**config.mk**
```make
export PLATFORM = sky130hd
export DESIGN_NAME = dtc_timer
export DESIGN_NICKNAME = d
export VERILOG_FILES = /design/src/verilog/dtc_pkg.sv /design/src/verilog/dtc_timer.sv
export SDC_FILE = /design/constraint.sdc
export NUM_CORES = 1
export LEC_CHECK = 0
export BUFFER_PORTS_ARGS = -buffer_cell sky130_fd_sc_hd__buf_2
export CORE_MARGIN = 3
export CORE_UTILIZATION = 32
export DETAILED_ROUTE_END_ITERATION = 12
export GPL_TIMING_DRIVEN = 0
export SYNTH_ARGS = -nofsm -noshare
export SYNTH_HDL_FRONTEND = slang
export SYNTH_SLANG_ARGS = --single-unit
```
**constraint.sdc**
```tcl
create_clock -name clk_sys -period 2.09 [get_ports clk_sys]
set_input_delay 0.3135 -clock clk_sys [delete_from_list [all_inputs] [get_ports clk_sys]]
set_output_delay 0.3135 -clock clk_sys [all_outputs]
set_load 0.01 [all_outputs]
```
**src/verilog/dtc_pkg.sv**
```systemverilog
// package for the dual timer/counter block: register map, fields, reset values
package dtc_pkg;
	// printed offsets are not multiples of four: they are indices, byte address = 4*index
	localparam logic [7:0]  IDX_TIMER_CONTROL   = 8'h88;
	localparam logic [7:0]  IDX_TIMER_MODE      = 8'h89;
	localparam logic [7:0]  IDX_T0_LOW          = 8'h8a;
	localparam logic [7:0]  IDX_T1_LOW          = 8'h8b;
	localparam logic [7:0]  IDX_T0_HIGH         = 8'h8c;
	localparam logic [7:0]  IDX_T1_HIGH         = 8'h8d;
	localparam logic [7:0]  IDX_IRQ_STATUS      = 8'hc0;
	localparam logic [7:0]  IDX_IRQ_MASK        = 8'hc1;
	localparam logic [7:0]  IDX_VECTOR_ACK      = 8'hc2;
	localparam int          ADDR_W              = 12;
	// control register fields
	localparam int          CTL_OVF1            = 7;
	localparam int          CTL_RUN1            = 6;
	localparam int          CTL_OVF0            = 5;
	localparam int          CTL_RUN0            = 4;
	localparam int          CTL_EDGE1           = 3;
	localparam int          CTL_TRIG1           = 2;
	localparam int          CTL_EDGE0           = 1;
	localparam int          CTL_TRIG0           = 0;
	// mode register fields
	localparam int          MOD_GATING1         = 7;
	localparam int          MOD_CT1             = 6;
	localparam int          MOD_M1_HI           = 5;
	localparam int          MOD_M1_LO           = 4;
	localparam int          MOD_GATING0         = 3;
	localparam int          MOD_CT0             = 2;
	localparam int          MOD_M0_HI           = 1;
	localparam int          MOD_M0_LO           = 0;
	// interrupt status / ack bits
	localparam int          EV_OVF0             = 0;
	localparam int          EV_OVF1             = 1;
	localparam int          EV_EDGE0            = 2;
	localparam int          EV_EDGE1            = 3;
	localparam int          EV_N                = 4;
	// reset values
	localparam logic [7:0]  RST_BYTE            = 8'h00;
	localparam logic [3:0]  RST_EV              = 4'h0;
	localparam logic [1:0]  RESP_OKAY           = 2'b00;
	localparam logic [1:0]  RESP_SLVERR         = 2'b10;
	// timer mode encodings
	typedef enum logic [1:0] {
		DTC_MODE_PRESC13 = 2'b00,
		DTC_MODE_16BIT   = 2'b01,
		DTC_MODE_RELOAD8 = 2'b10,
		DTC_MODE_SPLIT   = 2'b11
	} dtc_mode_t;
	// bus write state
	typedef enum logic [2:0] {
		DTC_W_IDLE = 3'b001,
		DTC_W_DO   = 3'b010,
		DTC_W_RESP = 3'b100
	} dtc_wstate_t;
	localparam logic [4:0]  PRESC_MAX           = 5'h1f;
	localparam logic        TICK_RST            = 1'b0;
endpackage : dtc_pkg

```
**src/verilog/dtc_timer.sv**
```systemverilog
// dual timer/counter with external interrupt sensing and an AXI4-Lite register slave
//
// Chosen here: register access over AXI4-Lite.
`timescale 1ns/100ps
`default_nettype none
module dtc_timer (
	input  wire logic                         clk_sys,
	input  wire logic                         reset,
	input  wire logic                         timer0_count_pin,
	input  wire logic                         timer1_count_pin,
	input  wire logic                         ext_irq0_pin,
	input  wire logic                         ext_irq1_pin,
	output logic                              ext_irq0_active,
	output logic                              ext_irq1_active,
	output logic                              irq,
	input  wire logic [dtc_pkg::ADDR_W-1:0]   s_axi_awaddr,
	input  wire logic                         s_axi_awvalid,
	output logic                              s_axi_awready,
	input  wire logic [31:0]                  s_axi_wdata,
	input  wire logic [3:0]                   s_axi_wstrb,
	input  wire logic                         s_axi_wvalid,
	output logic                              s_axi_wready,
	output logic [1:0]                        s_axi_bresp,
	output logic                              s_axi_bvalid,
	input  wire logic                         s_axi_bready,
	input  wire logic [dtc_pkg::ADDR_W-1:0]   s_axi_araddr,
	input  wire logic                         s_axi_arvalid,
	output logic                              s_axi_arready,
	output logic [31:0]                       s_axi_rdata,
	output logic [1:0]                        s_axi_rresp,
	output logic                              s_axi_rvalid,
	input  wire logic                         s_axi_rready
);
	import dtc_pkg::*;

	logic [7:0]        ctl_q;          // run, flags, trigger selects
	logic [7:0]        mode_q;
	logic [7:0]        t0l_q, t0h_q, t1l_q, t1h_q;
	logic [EV_N-1:0]   mask_q;
	logic [EV_N-1:0]   ev_q;           // sticky interrupt status
	logic              tick_q;         // divide-by-two timer tick
	logic              c0_q, c1_q, i0_q, i1_q;   // previous pin samples
	dtc_wstate_t       wst_q;
	logic [ADDR_W-1:0] waddr_q;
	logic [31:0]       wdata_q;
	logic              aw_have_q, w_have_q;

	logic              wr_en;
	logic [7:0]        widx;
	logic              wr_ok;
	logic [EV_N-1:0]   ack;
	logic [3:0]        wstrb_q;        // byte strobes of the taken write
	dtc_mode_t         m0, m1;
	logic              en0, en1, en0h;
	logic              inc0, inc1, inc0h;
	logic              irq0_fall, irq1_fall;
	logic [7:0]        t0l_d, t0h_d, t1l_d, t1h_d;
	logic              ovf0, ovf1;

	// a write lands only in its one execute cycle and only at a mapped address;
	// without the address check the upper address bits would alias onto the map
	assign widx  = waddr_q[9:2];
	assign wr_en = (wst_q == DTC_W_DO) && wr_ok;
	assign wr_ok = (waddr_q[ADDR_W-1:10] == '0) && (widx == IDX_TIMER_CONTROL ||
		widx == IDX_TIMER_MODE || widx == IDX_T0_LOW || widx == IDX_T1_LOW ||
		widx == IDX_T0_HIGH || widx == IDX_T1_HIGH || widx == IDX_IRQ_STATUS ||
		widx == IDX_IRQ_MASK || widx == IDX_VECTOR_ACK);
	// vector acknowledge: the processor entering a service routine clears a flag
	assign ack = (wr_en && widx == IDX_VECTOR_ACK && wstrb_q[0]) ? wdata_q[EV_N-1:0] : '0;

	// count enables: run bit, optionally gated by the interrupt pin
	assign m0    = dtc_mode_t'(mode_q[MOD_M0_HI:MOD_M0_LO]);
	assign m1    = dtc_mode_t'(mode_q[MOD_M1_HI:MOD_M1_LO]);
	// the gate pin is read directly, so a gate pulse shorter than a tick may
	// still let one count through; software must not rely on finer gating
	assign en0   = ctl_q[CTL_RUN0] && (!mode_q[MOD_GATING0] || ext_irq0_pin);
	assign en1   = ctl_q[CTL_RUN1] && (!mode_q[MOD_GATING1] || ext_irq1_pin) &&
		(m1 != DTC_MODE_SPLIT);
	// the split high byte borrows timer 1's run bit and is never pin gated
	assign en0h  = ctl_q[CTL_RUN1];
	// count sources: tick every two clocks or count-pin falling edge
	assign inc0  = en0 && (mode_q[MOD_CT0] ? (c0_q && !timer0_count_pin) : tick_q);
	assign inc1  = en1 && (mode_q[MOD_CT1] ? (c1_q && !timer1_count_pin) : tick_q);
	assign inc0h = en0h && tick_q;
	// pin history resets high, the idle level, so reset never fakes an edge;
	// a low pulse must span one clock edge to be seen at all
	assign irq0_fall = i0_q && !ext_irq0_pin;
	assign irq1_fall = i1_q && !ext_irq1_pin;

	// timer 0 next value and overflow, per mode
	always_comb begin
		t0l_d = t0l_q;
		t0h_d = t0h_q;
		ovf0  = 1'b0;
		ovf1  = 1'b0;
		case (m0)
			DTC_MODE_PRESC13: begin
				if (inc0) begin
					t0l_d = {t0l_q[7:5], t0l_q[4:0] + 5'd1};
					if (t0l_q[4:0] == PRESC_MAX) begin
						t0h_d = t0h_q + 8'd1;
						ovf0  = (t0h_q == 8'hff);
					end
				end
			end
			DTC_MODE_16BIT: begin
				if (inc0) begin
					{t0h_d, t0l_d} = {t0h_q, t0l_q} + 16'd1;
					ovf0 = ({t0h_q, t0l_q} == 16'hffff);
				end
			end
			DTC_MODE_RELOAD8: begin
				if (inc0) begin
					t0l_d = (t0l_q == 8'hff) ? t0h_q : t0l_q + 8'd1;
					ovf0  = (t0l_q == 8'hff);
				end
			end
			DTC_MODE_SPLIT: begin
				if (inc0) begin
					t0l_d = t0l_q + 8'd1;
					ovf0  = (t0l_q == 8'hff);
				end
				if (inc0h) begin
					t0h_d = t0h_q + 8'd1;
					ovf1  = (t0h_q == 8'hff);
				end
			end
			default: begin
				t0l_d = t0l_q;
			end
		endcase
	end

	// timer 1 next value and overflow, per mode
	logic ovf1_own;
	always_comb begin
		t1l_d    = t1l_q;
		t1h_d    = t1h_q;
		ovf1_own = 1'b0;
		case (m1)
			DTC_MODE_PRESC13: begin
				if (inc1) begin
					t1l_d = {t1l_q[7:5], t1l_q[4:0] + 5'd1};
					if (t1l_q[4:0] == PRESC_MAX) begin
						t1h_d    = t1h_q + 8'd1;
						ovf1_own = (t1h_q == 8'hff);
					end
				end
			end
			DTC_MODE_16BIT: begin
				if (inc1) begin
					{t1h_d, t1l_d} = {t1h_q, t1l_q} + 16'd1;
					ovf1_own = ({t1h_q, t1l_q} == 16'hffff);
				end
			end
			DTC_MODE_RELOAD8: begin
				if (inc1) begin
					t1l_d    = (t1l_q == 8'hff) ? t1h_q : t1l_q + 8'd1;
					ovf1_own = (t1l_q == 8'hff);
				end
			end
			default: begin // holds value
				t1l_d = t1l_q;
			end
		endcase
	end

	// divide-by-two tick and pin history
	always_ff @(posedge clk_sys) begin
		if (reset) begin
			tick_q <= TICK_RST;
			c0_q   <= 1'b1;
			c1_q   <= 1'b1;
			i0_q   <= 1'b1;
			i1_q   <= 1'b1;
		end else begin
			tick_q <= !tick_q;
			c0_q   <= timer0_count_pin;
			c1_q   <= timer1_count_pin;
			i0_q   <= ext_irq0_pin;
			i1_q   <= ext_irq1_pin;
		end
	end

	// data bytes: software write wins over counting in the same cycle
	always_ff @(posedge clk_sys) begin
		if (reset) begin
			t0l_q <= RST_BYTE;
			t0h_q <= RST_BYTE;
			t1l_q <= RST_BYTE;
			t1h_q <= RST_BYTE;
		end else begin
			t0l_q <= (wr_en && widx == IDX_T0_LOW  && wstrb_q[0]) ? wdata_q[7:0] : t0l_d;
			t0h_q <= (wr_en && widx == IDX_T0_HIGH && wstrb_q[0]) ? wdata_q[7:0] : t0h_d;
			t1l_q <= (wr_en && widx == IDX_T1_LOW  && wstrb_q[0]) ? wdata_q[7:0] : t1l_d;
			t1h_q <= (wr_en && widx == IDX_T1_HIGH && wstrb_q[0]) ? wdata_q[7:0] : t1h_d;
		end
	end

	// control register: hardware set beats clear by software or acknowledge
	logic [7:0] ctl_w;
	logic [7:0] hw_set;
	logic [7:0] hw_clr;
	always_comb begin
		ctl_w  = (wr_en && widx == IDX_TIMER_CONTROL && wstrb_q[0]) ? wdata_q[7:0] : ctl_q;
		hw_set = '0;
		hw_clr = '0;
		// an overflow or edge in the same cycle as a clear keeps its flag,
		// so an event is never lost to a late acknowledge
		hw_set[CTL_OVF0]  = ovf0;
		hw_set[CTL_OVF1]  = ovf1_own || ovf1;
		hw_set[CTL_EDGE0] = ctl_q[CTL_TRIG0] && irq0_fall;
		hw_set[CTL_EDGE1] = ctl_q[CTL_TRIG1] && irq1_fall;
		hw_clr[CTL_OVF0]  = ack[EV_OVF0];
		hw_clr[CTL_OVF1]  = ack[EV_OVF1];
		hw_clr[CTL_EDGE0] = ack[EV_EDGE0];
		hw_clr[CTL_EDGE1] = ack[EV_EDGE1];
	end
	always_ff @(posedge clk_sys) begin
		if (reset) begin
			ctl_q  <= RST_BYTE;
			mode_q <= RST_BYTE;
		end else begin
			ctl_q <= (ctl_w & ~hw_clr) | hw_set;
			if (wr_en && widx == IDX_TIMER_MODE && wstrb_q[0]) begin
				mode_q <= wdata_q[7:0];
			end
		end
	end

	// active interrupt requests: low level or edge flag per select bit
	always_ff @(posedge clk_sys) begin
		if (reset) begin
			ext_irq0_active <= 1'b0;
			ext_irq1_active <= 1'b0;
		end else begin
			// level mode follows the pin one clock late; edge mode shows the flag
			ext_irq0_active <= ctl_q[CTL_TRIG0] ? ctl_q[CTL_EDGE0] : !ext_irq0_pin;
			ext_irq1_active <= ctl_q[CTL_TRIG1] ? ctl_q[CTL_EDGE1] : !ext_irq1_pin;
		end
	end

	// sticky status, write one to clear, set wins; mask; level interrupt
	logic [EV_N-1:0] ev_set;
	// status mirrors the hardware set events, so clearing a control flag by
	// acknowledge leaves the sticky status for software to clear on its own
	assign ev_set = {hw_set[CTL_EDGE1], hw_set[CTL_EDGE0], hw_set[CTL_OVF1], hw_set[CTL_OVF0]};
	always_ff @(posedge clk_sys) begin
		if (reset) begin
			ev_q   <= RST_EV;
			mask_q <= RST_EV;
			irq    <= 1'b0;
		end else begin
			if (wr_en && widx == IDX_IRQ_STATUS && wstrb_q[0]) begin
				ev_q <= (ev_q & ~wdata_q[EV_N-1:0]) | ev_set;
			end else begin
				ev_q <= ev_q | ev_set;
			end
			if (wr_en && widx == IDX_IRQ_MASK && wstrb_q[0]) begin
				mask_q <= wdata_q[EV_N-1:0];
			end
			irq <= |(ev_q & mask_q);
		end
	end

	// write path: address and data taken in either order, then one response
	always_ff @(posedge clk_sys) begin
		if (reset) begin
			wst_q         <= DTC_W_IDLE;
			aw_have_q     <= 1'b0;
			w_have_q      <= 1'b0;
			waddr_q       <= '0;
			wdata_q       <= '0;
			wstrb_q       <= '0;
			s_axi_awready <= 1'b0;
			s_axi_wready  <= 1'b0;
			s_axi_bvalid  <= 1'b0;
			s_axi_bresp   <= RESP_OKAY;
		end else begin
			case (wst_q)
				DTC_W_IDLE: begin
					s_axi_awready <= !aw_have_q && !(s_axi_awvalid && s_axi_awready);
					s_axi_wready  <= !w_have_q && !(s_axi_wvalid && s_axi_wready);
					if (s_axi_awvalid && s_axi_awready) begin
						aw_have_q <= 1'b1;
						waddr_q   <= s_axi_awaddr;
					end
					if (s_axi_wvalid && s_axi_wready) begin
						w_have_q <= 1'b1;
						wdata_q  <= s_axi_wdata;
						wstrb_q  <= s_axi_wstrb;
					end
					if ((aw_have_q || (s_axi_awvalid && s_axi_awready)) &&
						(w_have_q || (s_axi_wvalid && s_axi_wready))) begin
						wst_q         <= DTC_W_DO;
						s_axi_awready <= 1'b0;
						s_axi_wready  <= 1'b0;
					end
				end
				DTC_W_DO: begin
					aw_have_q    <= 1'b0;
					w_have_q     <= 1'b0;
					s_axi_bvalid <= 1'b1;
					s_axi_bresp  <= wr_ok ? RESP_OKAY : RESP_SLVERR;
					wst_q        <= DTC_W_RESP;
				end
				DTC_W_RESP: begin
					if (s_axi_bready) begin
						s_axi_bvalid <= 1'b0;
						wst_q        <= DTC_W_IDLE;
					end
				end
				default: wst_q <= DTC_W_IDLE;
			endcase
		end
	end

	// read path: one cycle after the address is taken, held until rready
	logic [7:0]  ridx;
	logic [31:0] rmux;
	logic        rok;
	assign ridx = s_axi_araddr[9:2];
	always_comb begin
		rmux = '0;
		rok  = (s_axi_araddr[ADDR_W-1:10] == '0);
		case (ridx)
			IDX_TIMER_CONTROL: rmux[7:0] = ctl_q;
			IDX_TIMER_MODE:    rmux[7:0] = mode_q;
			IDX_T0_LOW:        rmux[7:0] = t0l_q;
			IDX_T1_LOW:        rmux[7:0] = t1l_q;
			IDX_T0_HIGH:       rmux[7:0] = t0h_q;
			IDX_T1_HIGH:       rmux[7:0] = t1h_q;
			IDX_IRQ_STATUS:    rmux[EV_N-1:0] = ev_q;
			IDX_IRQ_MASK:      rmux[EV_N-1:0] = mask_q;
			IDX_VECTOR_ACK:    rmux = '0;
			default:           rok = 1'b0;
		endcase
	end
	always_ff @(posedge clk_sys) begin
		if (reset) begin
			s_axi_arready <= 1'b0;
			s_axi_rvalid  <= 1'b0;
			s_axi_rdata   <= '0;
			s_axi_rresp   <= RESP_OKAY;
		end else begin
			s_axi_arready <= !s_axi_rvalid && !(s_axi_arvalid && s_axi_arready);
			if (s_axi_arvalid && s_axi_arready) begin
				s_axi_rvalid  <= 1'b1;
				s_axi_rdata   <= rmux;
				s_axi_rresp   <= rok ? RESP_OKAY : RESP_SLVERR;
				s_axi_arready <= 1'b0;
			end else if (s_axi_rvalid && s_axi_rready) begin
				s_axi_rvalid <= 1'b0;
			end
		end
	end
endmodule : dtc_timer
`default_nettype wire

```
==> results.json <==
{
  "insertion_delay_ns": 0.36,
  "antenna_found_initial": 0,
  "violations": "negative setup slack",
  "areaGrowthSynthToFinish_pct": 24.7,
  "dieArea_um2": 20500,
  "startpoint": "t1l_q[0]",
  "synth_top_family_by_area": "simple AND/OR/NAND/NOR gates",
  "worst_path_max_delay_cell": "a2111oi_4",
  "ys_top_cells_by_area": "dfxtp_1 34%, a21oi_1 5.0%, mux2i_1 4.8%",
  "wire_per_inst_um": 18.6,
  "die_w_um": 143,
  "cts_tree": "built",
  "path_clk_slew_ns": 0.08,
  "clock_sinks": 103,
  "crit_arrival_ns": 2.38,
  "setup_tns_ns": -0.0411,
  "seq_area_um2": 2090,
  "synth-simple-area-share_pct": 23.4,
  "yosysWarnings": 0,
  "setup_viol": 4,
  "period_share_pct": 101,
  "leakagePower_nw": 2.77,
  "min_path_type": "in -> reg",
  "via_count": 5972,
  "dp.final_hpwl_mm": 14.1,
  "skew_ns": 0.0112,
  "seqPwrFrac_pct": 49.5,
  "hp-start": "timer1_count_pin",
  "p_comb_share_pct": 10.2,
  "rows": 49,
  "ir_drop_uv": 522,
  "ioPinCount": 115,
  "worstMarginPinSlew_ns": 0.933,
  "fill_cells": 1829,
  "synthesis.area_um2": 6020,
  "grt_usage_pct": 19.2,
  "cts_buffer_depth": 2,
  "fp.dieH_um": 143,
  "portBuffers": 55,
  "drc": 0,
  "core_um2": 18200,
  "grt_pass1_wl_mm": 30.4,
  "clock.fmax_mhz": 474,
  "synth_ff_type": "dfxtp_1",
  "first_pass_iters": 8,
  "final_nets": 917,
  "antenna_cells": 0,
  "start_util_pct": 33.0,
  "swShare_pct": 28.0,
  "cts_max_level": 3,
  "grt.overflow.total": 0,
  "critical_path.most_common_cell": "ha_4",
  "run_status": "finished with violations",
  "via_per_inst": 5.59,
  "routabilityCongestion": 0.941,
  "power.density_nw_per_um2": 557,
  "multi_input_area_um2": 3880,
  "pwr-share-clk_pct": 40.3,
  "rsz0062_at_grt": "true",
  "p_int_mw": 3.01,
  "crit_path_cell_trace": "ha_4 -> nand3_4 -> inv_4 -> ha_4 -> mux2i_4 -> a2111oi_4 -> buf_6 -> nand4b_1 -> xor2_1 -> a211oi_1",
  "hold_buffers": 0,
  "synth_xor_area_share_pct": 2.77,
  "grt_pass1_vias": 5473,
  "startpoint_type": "flip-flop",
  "syn_inst": 718,
  "slowest_delay_ns": 0.43,
  "slew_headroom_pct": 37.7,
  "final_layout_size_suffix_gt1_share_pct": 26.8,
  "min_period_ns": 2.11,
  "cap_violations": 0,
  "cp-end-kind": "flip-flop",
  "synthMuxAreaShare_pct": 8.19,
  "avgSynthCellArea_um2": 8.38,
  "grt_start_max_net_pins": 19,
  "final_max_slew_viol_count": 0,
  "layout_setup_ws_ns": -0.0202,
  "yosys.area.top_type": "dfxtp_1",
  "cts-buffers-inserted": 9,
  "ys_types": 77,
  "async_flop_share_pct": 0,
  "clockRootBuffer": "clkbuf_16",
  "synth_edf_count": 0,
  "r2r_start": "t1l_q[0]",
  "wl_mm": 19.9,
  "synth_compound_area_share_pct": 21.3,
  "holdWs_ns": 0.145,
  "yosysSeqAreaShare_pct": 34.3,
  "antenna_left": 0,
  "switchingPower_mw": 1.17,
  "finalInstanceArea_um2": 7500,
  "yosys.area_share.adder_pct": 2.29,
  "yosysTopAreaCellShare_pct": 34.3,
  "critical_path_peak_fanout": 5,
  "ys_ff_latch": 103,
  "first_iter_violations": 558,
  "path_class": "reg -> reg",
  "dpl_cell_area_um2": 6720,
  "crit_required_ns": 2.36,
  "finalHoldViolCount": 0
}
==> through the flow <==
stage	worst slack (ns)	util, %	std cells	power, mW
final	-0.0202	41.2	1069	4.18
after floorplan	0.00354	-	743	2.37
after CTS	0.0000384	40.0	1060	4.19
after global routing	-0.132	41.2	1069	4.31
after detailed placement	-0.357	36.9	1027	2.52
after global placement	-0.354	36.9	1027	2.52
==> critical path: cells and delay by family, from the launching register on <==
kind / cells / cell delay, ns
AO/OA/AOI/OAI: 2 / 0.61
XOR/XNOR: 1 / 0.16
adder cells (fa/ha/maj): 2 / 0.29
buffers and inverters: 2 / 0.28
flip-flops: 1 / 0.37
multiplexers: 1 / 0.07
AND/OR/NAND/NOR: 2 / 0.23
==> cell type report <==
class | instances | area share, %
clock inverters | 6 | 0.684
inverters | 23 | 1.22
flip-flops and latches | 103 | 27.9
repair buffers | 86 | 6.79
multi-input cells | 552 | 51.7
clock buffers | 10 | 3.05
plain buffers | 60 | 4.85
well taps | 229 | 3.82
==> Yosys cell counts, types with 6 or more instances <==
library cell / count
or3_1: 6
o21ai_0: 36
nand4_1: 16
clkbuf_1: 30
nand2_1: 66
a221oi_1: 10
a211oi_1: 19
o32ai_1: 7
nor3_1: 16
buf_4: 28
nand2b_1: 11
nand3b_1: 6
mux2i_1: 29
and3_1: 6
mux4_2: 8
nand3_1: 20
nor2_1: 74
nor2b_1: 7
xnor2_1: 13
xor2_1: 6
a21oi_1: 60
dfxtp_1: 103
ha_1: 11
inv_1: 23
==> path summary, 6_finish.rpt <==
path                                       end  cells after the start  slack (ns)
worst max register to register        t1h_q[5]                     10       -0.02
worst min-delay path                      c1_q                      2        0.14
worst min register to register  s_axi_rdata[3]                      2        0.45
worst max-delay path                  t1h_q[5]                     10       -0.02
==> repair_timing <==
| item | CTS | global route |
|---|---|---|
| endpoints found under the hold margin | 0 | 0 |
| setup buffers | 17 | 13 |
| endpoints found under the setup margin | 44 | 62 |
| resized for setup | 36 | 46 |
| pin swaps | 9 | 24 |
| gates cloned | 1 | 1 |
==> sequential cells by signal, summed over array words and instances, names as in the netlist, 3 cells and up <==
signal / count
mode_q: 8
mask_q: 4
s_axi_rdata: 8
ctl_q: 8
ev_q: 4
t0l_q: 8
t0h_q: 8
t1h_q: 8
t1l_q: 8
wdata_q: 8
waddr_q: 10
wst_q: 3
==> layout by cell type, fill, tap and decap left out, types with 5 or more instances in the layout <==
| cell type | instances |
|---|---|
| dfxtp_1 | 87 |
| nor2_1 | 73 |
| nand2_1 | 66 |
| a21oi_1 | 59 |
| buf_2 | 57 |
| buf_4 | 56 |
| o21ai_0 | 34 |
| mux2i_1 | 28 |
| conb_1 | 26 |
| clkbuf_1 | 24 |
| inv_1 | 21 |
| nand4_1 | 16 |
| nor3_1 | 15 |
| nand3_1 | 15 |
| xnor2_1 | 12 |
| a211oi_1 | 12 |
| nand2b_1 | 11 |
| dfxtp_2 | 11 |
| a221oi_1 | 10 |
| clkbuf_16 | 9 |
| mux4_2 | 8 |
| a211oi_2 | 7 |
| o32ai_1 | 7 |
| nor2b_1 | 6 |
| nand3b_1 | 6 |
| o21ai_1 | 6 |
| xor2_1 | 6 |
| and3_1 | 6 |
| ha_1 | 6 |
| buf_6 | 5 |
| clkbuf_2 | 5 |
| or2_2 | 5 |
| dfxtp_4 | 5 |
==> cells by family (layout without fill, tap and decap cells) <==
| family | Yosys count | after routing |
|---|---|---|
| simple gates | 267 | 267 |
| compound gates | 189 | 190 |
| flops | 103 | 103 |
| buf+inv | 89 | 185 |
| mux | 39 | 39 |
| xor+xnor | 19 | 19 |
| fa+ha+maj | 11 | 11 |
| other cells | 1 | 26 |
==> power groups by stage <==
stage	registers (mW)	clock network, mW	logic (mW)
2_1_floorplan	2.10	0	0.267
4_1_cts	2.06	1.71	0.420
6_report	2.07	1.68	0.427
3_3_place_gp	2.11	0	0.411
3_5_place_dp	2.11	0	0.412
5_1_grt	2.07	1.77	0.471
==> routing by layer <==
layer,vias up,track usage [%],wire length [um],share of wire [%]
met5,-,0,0,0
li1,2821,-,-,-
met3,48,4.62,1880,9.5
met2,313,29.3,8570,43
met4,0,7.05,563,2.8
met1,2790,26.5,8900,45
No activity file was read; power rests on OpenSTA's default activity.
